[src/pmg_pkg.sv]
// Shared constants and types for the microphone mode and gain block
package pmg_pkg;
    localparam int          ADDR_W          = 12;
    // Register byte offsets
    localparam logic [11:0] OFS_INTEN_SET   = 12'h304;
    localparam logic [11:0] OFS_INTEN_CLR   = 12'h308;
    localparam logic [11:0] OFS_ENABLE      = 12'h500;
    localparam logic [11:0] OFS_CLK_RATE    = 12'h504;
    localparam logic [11:0] OFS_MODE        = 12'h508;
    localparam logic [11:0] OFS_GAIN_L      = 12'h518;
    localparam logic [11:0] OFS_GAIN_R      = 12'h51c;
    localparam logic [11:0] OFS_SAMPLE_PTR  = 12'h560;
    localparam logic [11:0] OFS_MAX_WORDS   = 12'h564;
    localparam logic [11:0] OFS_IRQ_STATUS  = 12'h600;
    // Event bit positions, shared by enable, status and clear registers
    localparam int          EV_STARTED      = 0;
    localparam int          EV_STOPPED      = 1;
    localparam int          EV_END          = 2;
    localparam int          EV_W            = 3;
    // Field widths and reset values
    localparam int          TRIM_W          = 7;
    localparam int          RATE_W          = 8;
    localparam int          CNT_W           = 15;
    localparam logic [6:0]  LOWEST_TRIM     = 7'h00;
    localparam logic [6:0]  NEUTRAL_TRIM    = 7'h28;
    localparam logic [6:0]  HIGHEST_TRIM    = 7'h50;
    localparam logic [7:0]  CLK_HALF_RESET  = 8'h30;
    localparam int          DECIM_DEFAULT   = 64;
    // Gain arithmetic: 0.5 dB is treated as 1/12 of an octave
    localparam logic [7:0]  TRIM_BIAS       = 8'h08;
    localparam logic [7:0]  STEPS_PER_OCT   = 8'h0c;
    localparam int          GAIN_SHIFT      = 18;
    localparam int          SAMPLE_W        = 16;

    typedef struct packed {
        logic left_on_rising;
        logic mono;
    } pmg_mode_t;

    typedef struct packed {
        logic signed [15:0] right;
        logic signed [15:0] left;
    } pmg_pair_t;
endpackage

[src/pmg_gain_trim.sv]
// Half-decibel gain trim applied to one channel of samples
module pmg_gain_trim import pmg_pkg::*; #(
    parameter int W = SAMPLE_W
) (
    // Clock and reset
    input  wire logic                mclk,
    input  wire logic                rst,
    // Trim code and sample in
    input  wire logic [TRIM_W-1:0]   code,
    input  wire logic                in_valid,
    input  wire logic signed [W-1:0] in_sample,
    // Sample out
    output logic                     out_valid,
    output logic signed [W-1:0]      out_sample
);
    logic [TRIM_W-1:0]   eff_code;
    logic [7:0]          oct_index;
    logic [2:0]          octave;
    logic [3:0]          step;
    logic signed [39:0]  product;
    logic signed [39:0]  scaled;

    function automatic logic [15:0] step_factor(input logic [3:0] s);
        case (s)
            4'h0:    step_factor = 16'h4000;
            4'h1:    step_factor = 16'h43ce;
            4'h2:    step_factor = 16'h47d6;
            4'h3:    step_factor = 16'h4c1c;
            4'h4:    step_factor = 16'h50a3;
            4'h5:    step_factor = 16'h556e;
            4'h6:    step_factor = 16'h5a82;
            4'h7:    step_factor = 16'h5fe4;
            4'h8:    step_factor = 16'h6598;
            4'h9:    step_factor = 16'h6ba2;
            4'ha:    step_factor = 16'h7209;
            default: step_factor = 16'h78d1;
        endcase
    endfunction

    // Out-of-range codes act as the top code so scaling stays defined
    assign eff_code  = (code > HIGHEST_TRIM) ? HIGHEST_TRIM : code;
    // Neutral code maps to octave 4, step 0: a factor of exactly one
    assign oct_index = 8'(eff_code) + TRIM_BIAS;
    assign octave    = 3'(oct_index / STEPS_PER_OCT);
    assign step      = 4'(oct_index % STEPS_PER_OCT);
    assign product   = 40'(in_sample * $signed({1'b0, step_factor(step)}));
    assign scaled    = (product <<< octave) >>> GAIN_SHIFT;

    always_ff @(posedge mclk) begin
        if (rst) begin
            out_valid  <= 1'b0;
            out_sample <= '0;
        end else begin
            out_valid <= in_valid;
            if (in_valid) begin
                // Saturate rather than wrap at +20 dB
                if (scaled > 40'sd32767)
                    out_sample <= 16'h7fff;
                else if (scaled < -40'sd32768)
                    out_sample <= 16'h8000;
                else
                    out_sample <= W'(scaled);
            end
        end
    end
endmodule

[src/pmg_mic_rx.sv]
// Microphone receiver: APB registers, bit clock, capture, trim, packing, interrupt
// Operation
// - Clear-register one disables end interrupt
// - Stereo word: right high, left low
// - Mono word: earlier left low, later high
// - Edge field picks left sampling clock edge
// - Left trim steps half decibels, -20..+20
// - Left trim resets to neutral 0x28
// - Right trim uses same encoding, neutral reset
// - Words written to RAM from pointer
//
// The implementer's own choice: the APB interface to the registers.
module pmg_mic_rx import pmg_pkg::*; #(
    parameter int DECIM = DECIM_DEFAULT
) (
    // Clock and reset
    input  wire logic              mclk,
    input  wire logic              rst,
    // APB slave
    input  wire logic              psel,
    input  wire logic              penable,
    input  wire logic              pwrite,
    input  wire logic [ADDR_W-1:0] paddr,
    input  wire logic [31:0]       pwdata,
    output logic      [31:0]       prdata,
    output logic                   pready,
    output logic                   pslverr,
    // Microphone link
    output logic                   mic_bit_clock,
    input  wire logic              mic_data,
    // Sample RAM write port
    output logic                   ram_we,
    output logic      [31:0]       ram_addr,
    output logic      [31:0]       ram_wdata,
    // Interrupt
    output logic                   irq
);
    localparam int AW = $clog2(DECIM) + 1;
    localparam int SH = 15 - $clog2(DECIM);

    logic                  unit_enable;
    logic [RATE_W-1:0]     clk_half;
    pmg_mode_t             mode;
    logic [TRIM_W-1:0]     left_gain_code;
    logic [TRIM_W-1:0]     right_gain_code;
    logic [EV_W-1:0]       inten;
    logic [EV_W-1:0]       status;
    logic [31:0]           sample_ptr;
    logic [CNT_W-1:0]      max_words;

    logic                  wr_go;
    logic                  rd_go;
    logic [EV_W-1:0]       events;
    logic                  enable_d;

    logic [RATE_W-1:0]     div_cnt;
    logic                  edge_rise;
    logic                  edge_fall;
    logic                  data_s1;
    logic                  data_s2;
    logic [1:0]            take;
    logic [AW-1:0]         acc [2];
    logic [AW-2:0]         bit_cnt;
    logic                  period_end;
    logic                  raw_valid;
    logic signed [15:0]    raw [2];
    logic [TRIM_W-1:0]     codes [2];
    logic [1:0]            trim_valid;
    logic signed [15:0]    trimmed [2];

    pmg_pair_t             next_word;
    logic                  word_go;
    logic                  half_full;
    logic [15:0]           low_half;
    logic [CNT_W-1:0]      word_idx;

    function automatic logic is_mapped(input logic [ADDR_W-1:0] a);
        case (a)
            OFS_INTEN_SET, OFS_INTEN_CLR, OFS_ENABLE, OFS_CLK_RATE, OFS_MODE,
            OFS_GAIN_L, OFS_GAIN_R, OFS_SAMPLE_PTR, OFS_MAX_WORDS,
            OFS_IRQ_STATUS: is_mapped = 1'b1;
            default:        is_mapped = 1'b0;
        endcase
    endfunction

    function automatic logic signed [15:0] to_pcm(input logic [AW-1:0] ones);
        logic signed [16:0] centred;
        centred = $signed(17'(ones)) - $signed(17'(DECIM / 2));
        to_pcm = 16'(centred <<< SH);
    endfunction

    // One wait state: pready rises the cycle after the access phase begins
    assign wr_go = psel && penable && pready && pwrite;
    assign rd_go = psel && penable && !pready && !pwrite;

    always_ff @(posedge mclk) begin
        if (rst) begin
            pready  <= 1'b0;
            pslverr <= 1'b0;
            prdata  <= '0;
        end else begin
            pready  <= psel && penable && !pready;
            pslverr <= psel && penable && !pready && !is_mapped(paddr);
            if (rd_go) begin
                case (paddr)
                    OFS_INTEN_SET,
                    OFS_INTEN_CLR:  prdata <= 32'(inten);
                    OFS_ENABLE:     prdata <= 32'(unit_enable);
                    OFS_CLK_RATE:   prdata <= 32'(clk_half);
                    OFS_MODE:       prdata <= 32'(mode);
                    OFS_GAIN_L:     prdata <= 32'(left_gain_code);
                    OFS_GAIN_R:     prdata <= 32'(right_gain_code);
                    OFS_SAMPLE_PTR: prdata <= sample_ptr;
                    OFS_MAX_WORDS:  prdata <= 32'(max_words);
                    OFS_IRQ_STATUS: prdata <= 32'(status);
                    default:        prdata <= '0;
                endcase
            end
        end
    end

    always_ff @(posedge mclk) begin
        if (rst) begin
            unit_enable     <= 1'b0;
            clk_half        <= CLK_HALF_RESET;
            mode            <= '0;
            left_gain_code  <= NEUTRAL_TRIM;
            right_gain_code <= NEUTRAL_TRIM;
            sample_ptr      <= '0;
            max_words       <= '0;
        end else if (wr_go) begin
            case (paddr)
                OFS_ENABLE:     unit_enable     <= pwdata[0];
                OFS_CLK_RATE:   clk_half        <= pwdata[RATE_W-1:0];
                OFS_MODE:       mode            <= pwdata[1:0];
                OFS_GAIN_L:     left_gain_code  <= pwdata[TRIM_W-1:0];
                OFS_GAIN_R:     right_gain_code <= pwdata[TRIM_W-1:0];
                OFS_SAMPLE_PTR: sample_ptr      <= pwdata;
                OFS_MAX_WORDS:  max_words       <= pwdata[CNT_W-1:0];
                default:        ;
            endcase
        end
    end

    // Interrupt enables: set and clear registers, writing zero does nothing
    always_ff @(posedge mclk) begin
        if (rst)
            inten <= '0;
        else if (wr_go && paddr == OFS_INTEN_SET)
            inten <= inten | pwdata[EV_W-1:0];
        else if (wr_go && paddr == OFS_INTEN_CLR)
            inten <= inten & ~pwdata[EV_W-1:0];
    end

    // A new event in the clearing cycle survives the write-one-to-clear
    always_ff @(posedge mclk) begin
        if (rst) begin
            status   <= '0;
            enable_d <= 1'b0;
            irq      <= 1'b0;
        end else begin
            enable_d <= unit_enable;
            if (wr_go && paddr == OFS_IRQ_STATUS)
                status <= (status & ~pwdata[EV_W-1:0]) | events;
            else
                status <= status | events;
            irq <= |(status & inten);
        end
    end

    assign events[EV_STARTED] = unit_enable && !enable_d;
    assign events[EV_STOPPED] = !unit_enable && enable_d;
    assign events[EV_END]     = word_go && (word_idx + 1'b1 == max_words);

    // Bit clock is made here, so its edges are known without sampling it
    always_ff @(posedge mclk) begin
        if (rst) begin
            div_cnt       <= '0;
            mic_bit_clock <= 1'b0;
            edge_rise     <= 1'b0;
            edge_fall     <= 1'b0;
        end else begin
            edge_rise <= 1'b0;
            edge_fall <= 1'b0;
            if (!unit_enable) begin
                div_cnt       <= '0;
                mic_bit_clock <= 1'b0;
            end else if (div_cnt >= clk_half) begin
                div_cnt       <= '0;
                mic_bit_clock <= !mic_bit_clock;
                edge_rise     <= !mic_bit_clock;
                edge_fall     <= mic_bit_clock;
            end else begin
                div_cnt <= div_cnt + 1'b1;
            end
        end
    end

    // Two-stage synchroniser; stage two lags the pin, so it still holds the
    // bit from just before the edge the divider flags
    always_ff @(posedge mclk) begin
        if (rst) begin
            data_s1 <= 1'b0;
            data_s2 <= 1'b0;
        end else begin
            data_s1 <= mic_data;
            data_s2 <= data_s1;
        end
    end

    assign take[0] = mode.left_on_rising ? edge_rise : edge_fall;
    assign take[1] = mode.left_on_rising ? edge_fall : edge_rise;
    assign period_end = take[1] && (bit_cnt == (AW-1)'(DECIM - 1));

    // Stand-in decimation: count ones over DECIM bit periods per channel
    always_ff @(posedge mclk) begin
        if (rst || !unit_enable) begin
            acc[0]    <= '0;
            acc[1]    <= '0;
            bit_cnt   <= '0;
            raw_valid <= 1'b0;
            raw[0]    <= '0;
            raw[1]    <= '0;
        end else begin
            raw_valid <= period_end;
            if (take[0])
                acc[0] <= acc[0] + AW'(data_s2);
            if (period_end) begin
                raw[0]  <= to_pcm(acc[0]);
                raw[1]  <= to_pcm(acc[1] + AW'(data_s2));
                acc[1]  <= '0;
                acc[0]  <= '0;
                bit_cnt <= '0;
            end else if (take[1]) begin
                acc[1]  <= acc[1] + AW'(data_s2);
                bit_cnt <= bit_cnt + 1'b1;
            end
        end
    end

    assign codes[0] = left_gain_code;
    assign codes[1] = right_gain_code;

    for (genvar ch = 0; ch < 2; ch++) begin : g_trim
        pmg_gain_trim #(
            .W          (SAMPLE_W)
        ) u_trim (
            .mclk       (mclk),
            .rst        (rst),
            .code       (codes[ch]),
            .in_valid   (raw_valid),
            .in_sample  (raw[ch]),
            .out_valid  (trim_valid[ch]),
            .out_sample (trimmed[ch])
        );
    end

    always_comb begin
        if (mode.mono) begin
            next_word.right = trimmed[0];
            next_word.left  = low_half;
        end else begin
            next_word.right = trimmed[1];
            next_word.left  = trimmed[0];
        end
    end

    // Mono fills the word in two passes; stereo writes every pass
    assign word_go = trim_valid[0] && unit_enable && (!mode.mono || half_full);

    always_ff @(posedge mclk) begin
        if (rst || !unit_enable) begin
            half_full <= 1'b0;
            low_half  <= '0;
        end else if (trim_valid[0] && mode.mono) begin
            half_full <= !half_full;
            if (!half_full)
                low_half <= trimmed[0];
        end
    end

    always_ff @(posedge mclk) begin
        if (rst) begin
            ram_we    <= 1'b0;
            ram_addr  <= '0;
            ram_wdata <= '0;
            word_idx  <= '0;
        end else begin
            ram_we <= word_go;
            if (!unit_enable) begin
                word_idx <= '0;
            end else if (word_go) begin
                ram_addr  <= sample_ptr + {15'h0000, word_idx, 2'b00};
                ram_wdata <= next_word;
                word_idx  <= events[EV_END] ? '0 : word_idx + 1'b1;
            end
        end
    end
endmodule

[config.mk]
export PLATFORM = sky130hd
export DESIGN_NAME = pmg_mic_rx
export DESIGN_NICKNAME = d
export VERILOG_FILES = /design/src/pmg_pkg.sv /design/src/pmg_gain_trim.sv /design/src/pmg_mic_rx.sv
export SDC_FILE = /design/constraint.sdc
export NUM_CORES = 1
export LEC_CHECK = 0
export ABC_AREA = 1
export BUFFER_PORTS_ARGS = -buffer_cell sky130_fd_sc_hd__buf_4
export CAP_MARGIN = 20
export CORE_MARGIN = 2
export CORE_UTILIZATION = 60
export CTS_CLUSTER_DIAMETER = 40
export CTS_CLUSTER_SIZE = 16
export DETAILED_ROUTE_END_ITERATION = 7
export HOLD_SLACK_MARGIN = 0.12
export PLACE_DENSITY = 0.85
export SLEW_MARGIN = 40
export SYNTH_ARGS = -nofsm -noshare
export SYNTH_HDL_FRONTEND = slang
export SYNTH_HIERARCHICAL = 1
export SYNTH_SLANG_ARGS = --single-unit
[constraint.sdc]
create_clock -name mclk -period 25.8 [get_ports mclk]
set_input_delay 5.16 -clock mclk [delete_from_list [all_inputs] [get_ports mclk]]
set_output_delay 5.16 -clock mclk [all_outputs]
set_load 0.01 [all_outputs]
After elaboration in Yosys (flattened, before gate mapping). Memory sizes are Yosys's and may differ from the RTL's. Index checks and enable logic that the tools add are counted.

Reduce and logical (&&, ||, !) cells: 43. Div/mod/pow operators: 4. Bitwise operators: 16. Mux-type cells: 34. Add/subtract/negate cells: 10. $lt $le $gt $ge: 7. Multiply operators: 2. Shifts and indexed selects: 2. Eq/ne operators: 12.

Operator list (number): $pmux 32 s9 (1); $eq 12x11->1 const B (8); $sshl 33x3->40 (2); $mul 16x17->33 (2); $mux 16 (4); $mux 7 (8); $gt 22x16->1 const B (2); $lt 22x16->1 const B (2); $add 32x17->32 (1); $mux 32 (1); $eq 12x10->1 const B (2); $reduce_and 2->1 (9); $add 7x4->8 const B (2); $div 8x4->8 const B (2); $logic_and 1x1->1 (16); $mod 8x4->8 const B (2); $mux 1 (16); $add 15x1->15 const B (1); $eq 15x15->1 (1); $mux 15 (1); $add 7x1->7 (2); $gt 7x7->1 const B (2); $sub 7x6->7 const B (2); $reduce_or 10->1 (1); other kinds (15) (40).

Bits of input ports: 50. Bits in writable memories: 28. Memories kept: 4. Output and inout port bits: 101. Word-level logic and storage cells: 166. Memory bits (read-only): 448. Register bits after elaboration: 264.

Memories: (name not given) (words 16, width 14, read ports 1, clocked after memory_dff 0, wr ports 0, line pmg_gain_trim.sv:24) `case (s)`; (name not given) (words 16, width 14, read ports 1, clocked after memory_dff 0, wr ports 0, line pmg_gain_trim.sv:24); acc (words 2, width 7, read ports 2, clocked after memory_dff 0, wr ports 2, line pmg_mic_rx.sv:62) `logic [AW-1:0] acc [2];`; raw (words 2, width 7, read ports 2, clocked after memory_dff 0, wr ports 2, line pmg_mic_rx.sv:66) `logic signed [15:0] raw [2];`.

Depth between registers and ports, before layout. Gate-level depths: netlist of the first run. An unclocked memory read counts as a cell.

Word-level depth: 10. Mapped depth: 62. Gate-level depth less buffers: 61.

Cells and area by module. The synthesis of the first run kept the hierarchy.

Modules (own cells, without submodules): pmg_mic_rx (cells an instance 1698, instances 1, area each 12213.0 sq um, sequential area each 5395.2 sq um); pmg_gain_trim at g_trim[1].u_trim (cells an instance 1454, instances 1, area each 10537.6 sq um, sequential area each 340.3 sq um); pmg_gain_trim at g_trim[0].u_trim (cells an instance 1455, instances 1, area each 10525.1 sq um, sequential area each 340.3 sq um).

Worst setup path before layout of the first run. OpenSTA, ideal clock, no wires.

Path kind: reg-to-reg. From: register left_gain_code[5]. To: register g_trim[0].u_trim.out_sample[11]. Slack: 16.964 ns. Cell stages (with the launch flop): 52. Data required time: 25.678 ns. Setup time: 0.122 ns. Buffers on the path: 2. Arrival: 8.714 ns. Clock period less this slack: 8.836 ns. Path through: dfxtp_1 -> inv_2 -> a21oi_1 -> o21ai_2 -> nand2_2 -> inv_1 -> ha_1 -> inv_1 -> nand2_1 -> nand2_1 -> nand3_2 -> nand3_2 -> nand2_1 -> nand2_2 -> nand3_2 -> o21ai_2 -> nand2_2 -> nand2_2 -> [16 not listed] -> ha_1 -> a21oi_1 -> o21ai_0 -> a21boi_0 -> nor2_1 -> a211oi_1 -> nand2_1 -> nand2_2 -> nand2_4 -> inv_2 -> nand2_2 -> nand3_1 -> nand2_1 -> nor2_1 -> nand3_1 -> a21oi_4 -> buf_6 -> a21oi_2.

Longest elaborated chain between the ends: 10. Elaborated cells between the ends (all ways): 12. Classes of those cells: 1 x add/sub; 1 x mul; 2 x div; 3 x order compare; 1 x shift; 3 x mux; 1 x memory.

RTL lines: start, declared (line pmg_mic_rx.sv:44) `logic [TRIM_W-1:0] left_gain_code;`; start signal, assigned (line pmg_mic_rx.sv:136) `OFS_GAIN_L: left_gain_code <= pwdata[TRIM_W-1:0];`; $gt 7x7->1 (line pmg_gain_trim.sv:41) `assign eff_code = (code > HIGHEST_TRIM) ? HIGHEST_TRIM : code;`; $mux 7 * (line pmg_gain_trim.sv:41); $add 7x4->8 * (line pmg_gain_trim.sv:43) `assign oct_index = 8'(eff_code) + TRIM_BIAS;`; $mod 8x4->8 (line pmg_gain_trim.sv:45) `assign step = 4'(oct_index % STEPS_PER_OCT);`; $mem_v2 16x14; $mul 16x17->33 (line pmg_gain_trim.sv:46) `assign product = 40'(in_sample * $signed({1'b0, step_factor(step)}));`; $sshl 33x3->40 * (line pmg_gain_trim.sv:47) `assign scaled = (product <<< octave) >>> GAIN_SHIFT;`; $lt 22x16->1 (line pmg_gain_trim.sv:59) `else if (scaled < -40'sd32768)`; $mux 16 (line pmg_gain_trim.sv:59); $mux 16 * (line pmg_gain_trim.sv:57) `if (scaled > 40'sd32767)`; end signal, assigned (line pmg_gain_trim.sv:62) `out_sample <= W'(scaled);`; end, declared (line pmg_gain_trim.sv:14) `output logic signed [W-1:0] out_sample`.

Every way passes the cells marked *; elsewhere a longest branch is shown, timed or not. A chain may end at the register's enable or synchronous reset.

Final worst setup path of the first run.
From: register left_gain_code[5]. To: register g_trim[0].u_trim.out_sample[9].

Same word-level chain as after synthesis.

==> impl_metrics.toml, run 1 <==
[final_layout]
synthToLayoutAreaGrowth_pct = 8.41
num_antenna_cells = 0
design_area_um2 = 36000
nFillCells = 4736
final_util_pct = 65.6
nets = 5402
finalNonFillerCells = 5479
drive_above_1_share_pct = 8.24

[critical_path]
startpoint = "left_gain_code[5]"
r2r_end = "g_trim[0].u_trim/out_sample[9]"
timing.critical_path.to = "g_trim[0].u_trim/out_sample[9]"
crit_path_frequent_cell = "nand2_1"
cp.arrival_ps = 11520
crit_path_end_kind = "flop"
r2r_slack_ps = 14750
worstRegToRegCells = 49
r2r-start = "left_gain_code[5]"
required_ps = 26270
criticalPathCategory = "flop to flop"
crit_fanout = 24
start_kind = "flop"
cp_slowest_cell = "nor2_1"
cpPeakStageDelay_ps = 660

[worst_hold_path]
hold_class = "flop to flop"

[sta]
tightest_slew_ps = 854
final_max_slew_viol_count = 0
slew_headroom_pct = 42.9
fin_crit_sh_pct = 42.8
hold_violations = 0
finalSetupTns_ps = 0
fmax_ghz = 0.0905
min_period_ps = 11050
setup_viol = 0
rsz0062_at_grt = "false"
clock-skew-final_ps = 61.8

[logic_synthesis]
avgSynthCellArea_um2 = 7.22
synthesis.instances = 4605
yosysWarnings = 6
synth_area_um2 = 33300

[run]
drv_cap = 0

[die]
start_util_pct = 60.5
io_pins = 151
die-area_um2 = 57300
core_area_um2 = 55000
std_cell_rows = 86
fp.dieW_um = 239
die_y_um = 239

[clocking]
insertion_delay_ps = 610
cts_tree = "done"
clkTransAtPathRegs_ps = 70
hold_buffers = 0
cts_buffers = 30
postCtsSetupBuffers = 0
cts.sinks = 292
ctsResizeCount = 0
cts.root.buffer_cell = "clkbuf_16"
ctsHtreeMaxLevel = 1
clockBufferDepth = 3

[drt]
routedWlPerCell_um = 17.0
drcViolationCount = 0
num_vias = 30843
ant_nets = 0
dr.pass1.iters = 8
first_iter_violations = 2852
viasPerCell = 5.63
drt_wl_total_um = 93300

[power]
switching_power_mw = 0.245
p_seq_share_pct = 48.2
switching_share_pct = 25.9
internal-power_mw = 0.699
power_density_nw_per_um2 = 26.2
p_leak_nw = 17.6
comb_power_share_pct = 5.7
clkPwrFrac_pct = 46.1
peakVddDrop_mv = 0.0548

[placement]
dpl.hpwl_um = 74300
io_buffers = 150
gp_congestion = 1.01
placed_area_um2 = 35000
placedCellCount = 5425

[global_route]
gr-total-overflow = 0
antenna_found_initial = 0
grt_max_degree = 110
track_usage_pct = 32.6
grt_pass1_vias = 30138
grt_first_pass_wirelength_um = 151000

[run_status]
status = "completed"
==> cell usage in the layout, fill, tap and decap left out, types with 7 or more instances in the layout <==
cell type    n
a211oi_1    10
a21oi_1    253
a21oi_2     22
a31oi_1     43
buf_4      161
clkbuf_16   30
clkinv_1    18
conb_1      52
dfxtp_1    271
edfxtp_1    21
fa_1       361
ha_1       282
inv_1      810
inv_2       12
nand2_1    913
nand2_2     66
nand2_4      7
nand3_1    277
nand3_2     14
nand3b_1     7
nand4_1     33
nor2_1     528
nor2_2       8
nor2_4       7
nor3_1      30
nor4_1      10
o211ai_1    13
o21a_1      14
o21ai_0    278
o22ai_1     16
or2_2       15
xnor2_1     23
xor2_1      32
==> worst min-delay path by stage <==
stage	startpoint	to	cells after the start
after floorplan	data_s1	data_s2	2
after global placement	data_s1	data_s2	2
after detailed placement	data_s1	data_s2	2
after CTS	data_s1	data_s2	2
after global routing	data_s1	data_s2	2
final	data_s1	data_s2	2
==> stage by stage <==
stage	worst slack [ps]	hold slack, ps	power (mW)
2_1_floorplan	16960	388	0.498
3_3_place_gp	15180	400	0.514
3_5_place_dp	14970	401	0.514
4_1_cts	14910	412	0.940
5_1_grt	13950	431	0.969
6_report	14750	407	0.944
==> per-layer routing <==
layer  part of all wire (%)  GRT usage, %  routed length, um  vias to the layer above
met1                     40          42.2              37200                    14531
met5                      0             0                  0                        -
met3                    8.2          4.54               7660                      305
met2                     47          55.1              44300                     1398
met4                    4.4          12.9               4130                        0
li1                       -             -                  -                    14609
==> power groups by stage <==
stage	combinational (mW)	clock, mW	sequential (mW)
2_1_floorplan	0.0325	0	0.466
3_3_place_gp	0.0478	0	0.466
3_5_place_dp	0.0483	0	0.466
4_1_cts	0.0488	0.436	0.456
5_1_grt	0.0587	0.455	0.455
6_report	0.0536	0.435	0.455
==> sequential cells by signal, indices dropped and copies added, names as in the netlist, 2 cells and up, named ones only <==
register and cells:
raw 14, status 3, clk_half 8, low_half 16, g_trim.u_trim/out_sample 32, prdata 32, mode 2, ram_addr 32
sample_ptr 32, ram_wdata 32, bit_cnt 6, acc 14, left_gain_code 7, word_idx 15, div_cnt 8, max_words 15
right_gain_code 7
==> cell type report <==
class                           count  area, um2  share of cell area, %
Clock inverter                     21        208                  0.576
Sequential cell                   292       6060                   16.8
Multi-Input combinational cell   3378      23700                   65.6
Clock buffer                       33        782                   2.17
Inverter                          843       3170                   8.79
Timing Repair Buffer              164       1240                   3.45
Tap cell                          748        936                   2.60
==> worst max-delay path, delay by kind of cell, from the launching register on <==
family	cells	cell delay, ps
fa+ha+maj	8	3710
simple gates	23	3380
compound gates	9	1990
buf+inv	9	1350
flops	1	430
Power figures use the tool's default switching activity.
==> run 2: changes to the inputs <==
- ABC_AREA: 1 -> 0
- clock period: 25.8 -> 10.2 ns (I/O delays scaled with it)
==> run 2 against run 1 <==
Net effect:
- area after synthesis up 4.6%
- power grew to 2.8 times the previous value
- sequential share of layout area shrank 1.2 points
- via count increased by 1.2%
- final cell count decreased by 5.5%
- maximum frequency up 11%
- worst setup slack got worse by 14000 ps
- register-to-register slack got worse by 14000 ps
- design area up 7.5%
- critical endpoint is now g_trim[0].u_trim/out_sample[3]
==> impl_metrics.toml, run 2 <==
[clocking]
ctsHtreeMaxLevel = 2
cts.sinks = 292
cts.root.buffer_cell = "clkbuf_16"
clkTransAtPathRegs_ps = 70
cts_tree = "done"
clockBufferDepth = 3
insertion_delay_ps = 570
cts_buffers = 36

[global_route]
grt_first_pass_wirelength_um = 157000
antenna_found_initial = 1
grt_use_met3_pct = 4.36
use_met2_pct = 53.3
gr-total-overflow = 0
met1_usage_pct = 42.9
grt_pass1_vias = 30333
track_usage_pct = 31.9
grt_max_degree = 101
grt-busiest-layer = "met2"

[drt]
first_iter_violations = 2870
dr.pass1.iters = 6
num_vias = 31199
drt_wl_total_um = 96800
ant_nets = 0
viasPerCell = 6.02
drcViolationCount = 0
routedWlPerCell_um = 18.7

[die]
core_area_um2 = 57500
io_pins = 151
std_cell_rows = 88
start_util_pct = 60.5
fp.dieW_um = 245
die-area_um2 = 59900
die_y_um = 245

[final_layout]
nets = 5081
finalNonFillerCells = 5180
drive_above_1_share_pct = 10.9
layout_commonest_cell = "inv_1"
final_cell_mix = "544 x inv_1, 526 x nand2_1, 361 x fa_1"
synthToLayoutAreaGrowth_pct = 11.4
num_antenna_cells = 0

[sta]
clock-skew-final_ps = 45.8
final_max_slew_viol_count = 0
fin_crit_sh_pct = 97.3
min_period_ps = 9930
fmax_ghz = 0.101
hold_violations = 0
slew_headroom_pct = 33.5
setup_viol = 0
tightest_slew_ps = 998

[logic_synthesis]
synth_area_um2 = 34800
yosysWarnings = 6
synthesis.instances = 4240
avgSynthCellArea_um2 = 8.20

[critical_path]
cpPeakStageDelay_ps = 580
cp.depth = 37
r2r_slack_ps = 270
worstRegToRegCells = 37
r2r-start = "left_gain_code[4]"
timing.critical_path.to = "g_trim[0].u_trim/out_sample[3]"
criticalPathCategory = "flop to flop"
startpoint = "left_gain_code[4]"
cp_num_buf_inv = 6
crit_path_frequent_cell = "fa_1"
cp.arrival_ps = 10310
cp_slowest_cell = "fa_1"
start_kind = "flop"
required_ps = 10580
crit_fanout = 16
crit_path_end_kind = "flop"
r2r_end = "g_trim[0].u_trim/out_sample[3]"
crit_family = "adder cells"

[power]
peakVddDrop_mv = 0.140
switching_power_mw = 0.683
comb_power_share_pct = 5.2
internal-power_mw = 1.96
clkPwrFrac_pct = 50.9
switching_share_pct = 25.9
finalPower_mw = 2.64
power_density_nw_per_um2 = 68.2
p_leak_nw = 17.6
p_seq_share_pct = 43.8

[placement]
io_buffers = 150
placedCellCount = 5095
gp_congestion = 0.964
dpl.hpwl_um = 73400

[run]
drv_cap = 0

[run_status]
status = "completed"

[worst_hold_path]
hold_class = "flop to flop"
## run 2: stage by stage
step | utilization [%] | worst slack [ps] | instance area (um2) | hold slack [ps] | setup TNS (ps)
6_report | 67.4 | 273 | 38700 | 454 | 0
5_1_grt | 67.4 | -94.1 | 38700 | 471 | -248
4_1_cts | 66.5 | 24.0 | 38200 | 454 | 0
3_5_place_dp | 64.2 | -158 | 36900 | 445 | -2350
3_3_place_gp | 64.1 | -21.5 | 36800 | 441 | -71.1
2_1_floorplan | - | 162 | 35200 | 414 | 0
## run 2: metal layers
| layer | part of all wire [%] | up-vias | wire length (um) |
|---|---|---|---|
| met4 | 3.6 | 0 | 3460 |
| met1 | 41 | 15031 | 39300 |
| met5 | 0 | - | 0 |
| li1 | - | 14383 | - |
| met3 | 8.0 | 267 | 7790 |
| met2 | 48 | 1518 | 46200 |
## run 2: layout make-up
cell class              instances  area, um2
repair buffers                250       1930
flip-flops and latches        292       6060
clock buffers                  38        940
inverters                     545       2050
clock inverters                27        343
multi-input cells            3263      26500
well taps                     765        957
fillers                      4579      18700
## run 2: timing repair
action	in CTS	in global routing
setup endpoints to repair	21	30
resized for setup	8	83
hold buffers	0	0
pin swaps	0	10
cloned	0	1
buffers inserted	0	19
## run 2: worst min-delay path by stage
| stage | from | slack, ps | cells past startpoint | end |
|---|---|---|---|---|
| after floorplan | data_s1 | 410 | 1 | data_s2 |
| final | ram_addr[4] | 450 | 2 | ram_addr[4] |
| after global placement | low_half[2] | 440 | 2 | low_half[2] |
| after detailed placement | ram_addr[8] | 440 | 2 | ram_addr[8] |
| after CTS | ram_addr[8] | 450 | 2 | ram_addr[8] |
| after global routing | ram_addr[4] | 470 | 2 | ram_addr[4] |
## run 2: power groups by stage
stage	Clock, mW	Combinational, mW	Sequential (mW)
after CTS	1.36	0.126	1.16
final	1.35	0.139	1.16
after floorplan	0	0.0817	1.18
after detailed placement	0	0.125	1.18
after global routing	1.41	0.152	1.16
after global placement	0	0.123	1.18
## run 2: tightest hold or removal path, cell delays in order, from the launching register on
cell,delay [ps]
dfxtp_1,310
nand2_1,50
a21oi_1,50
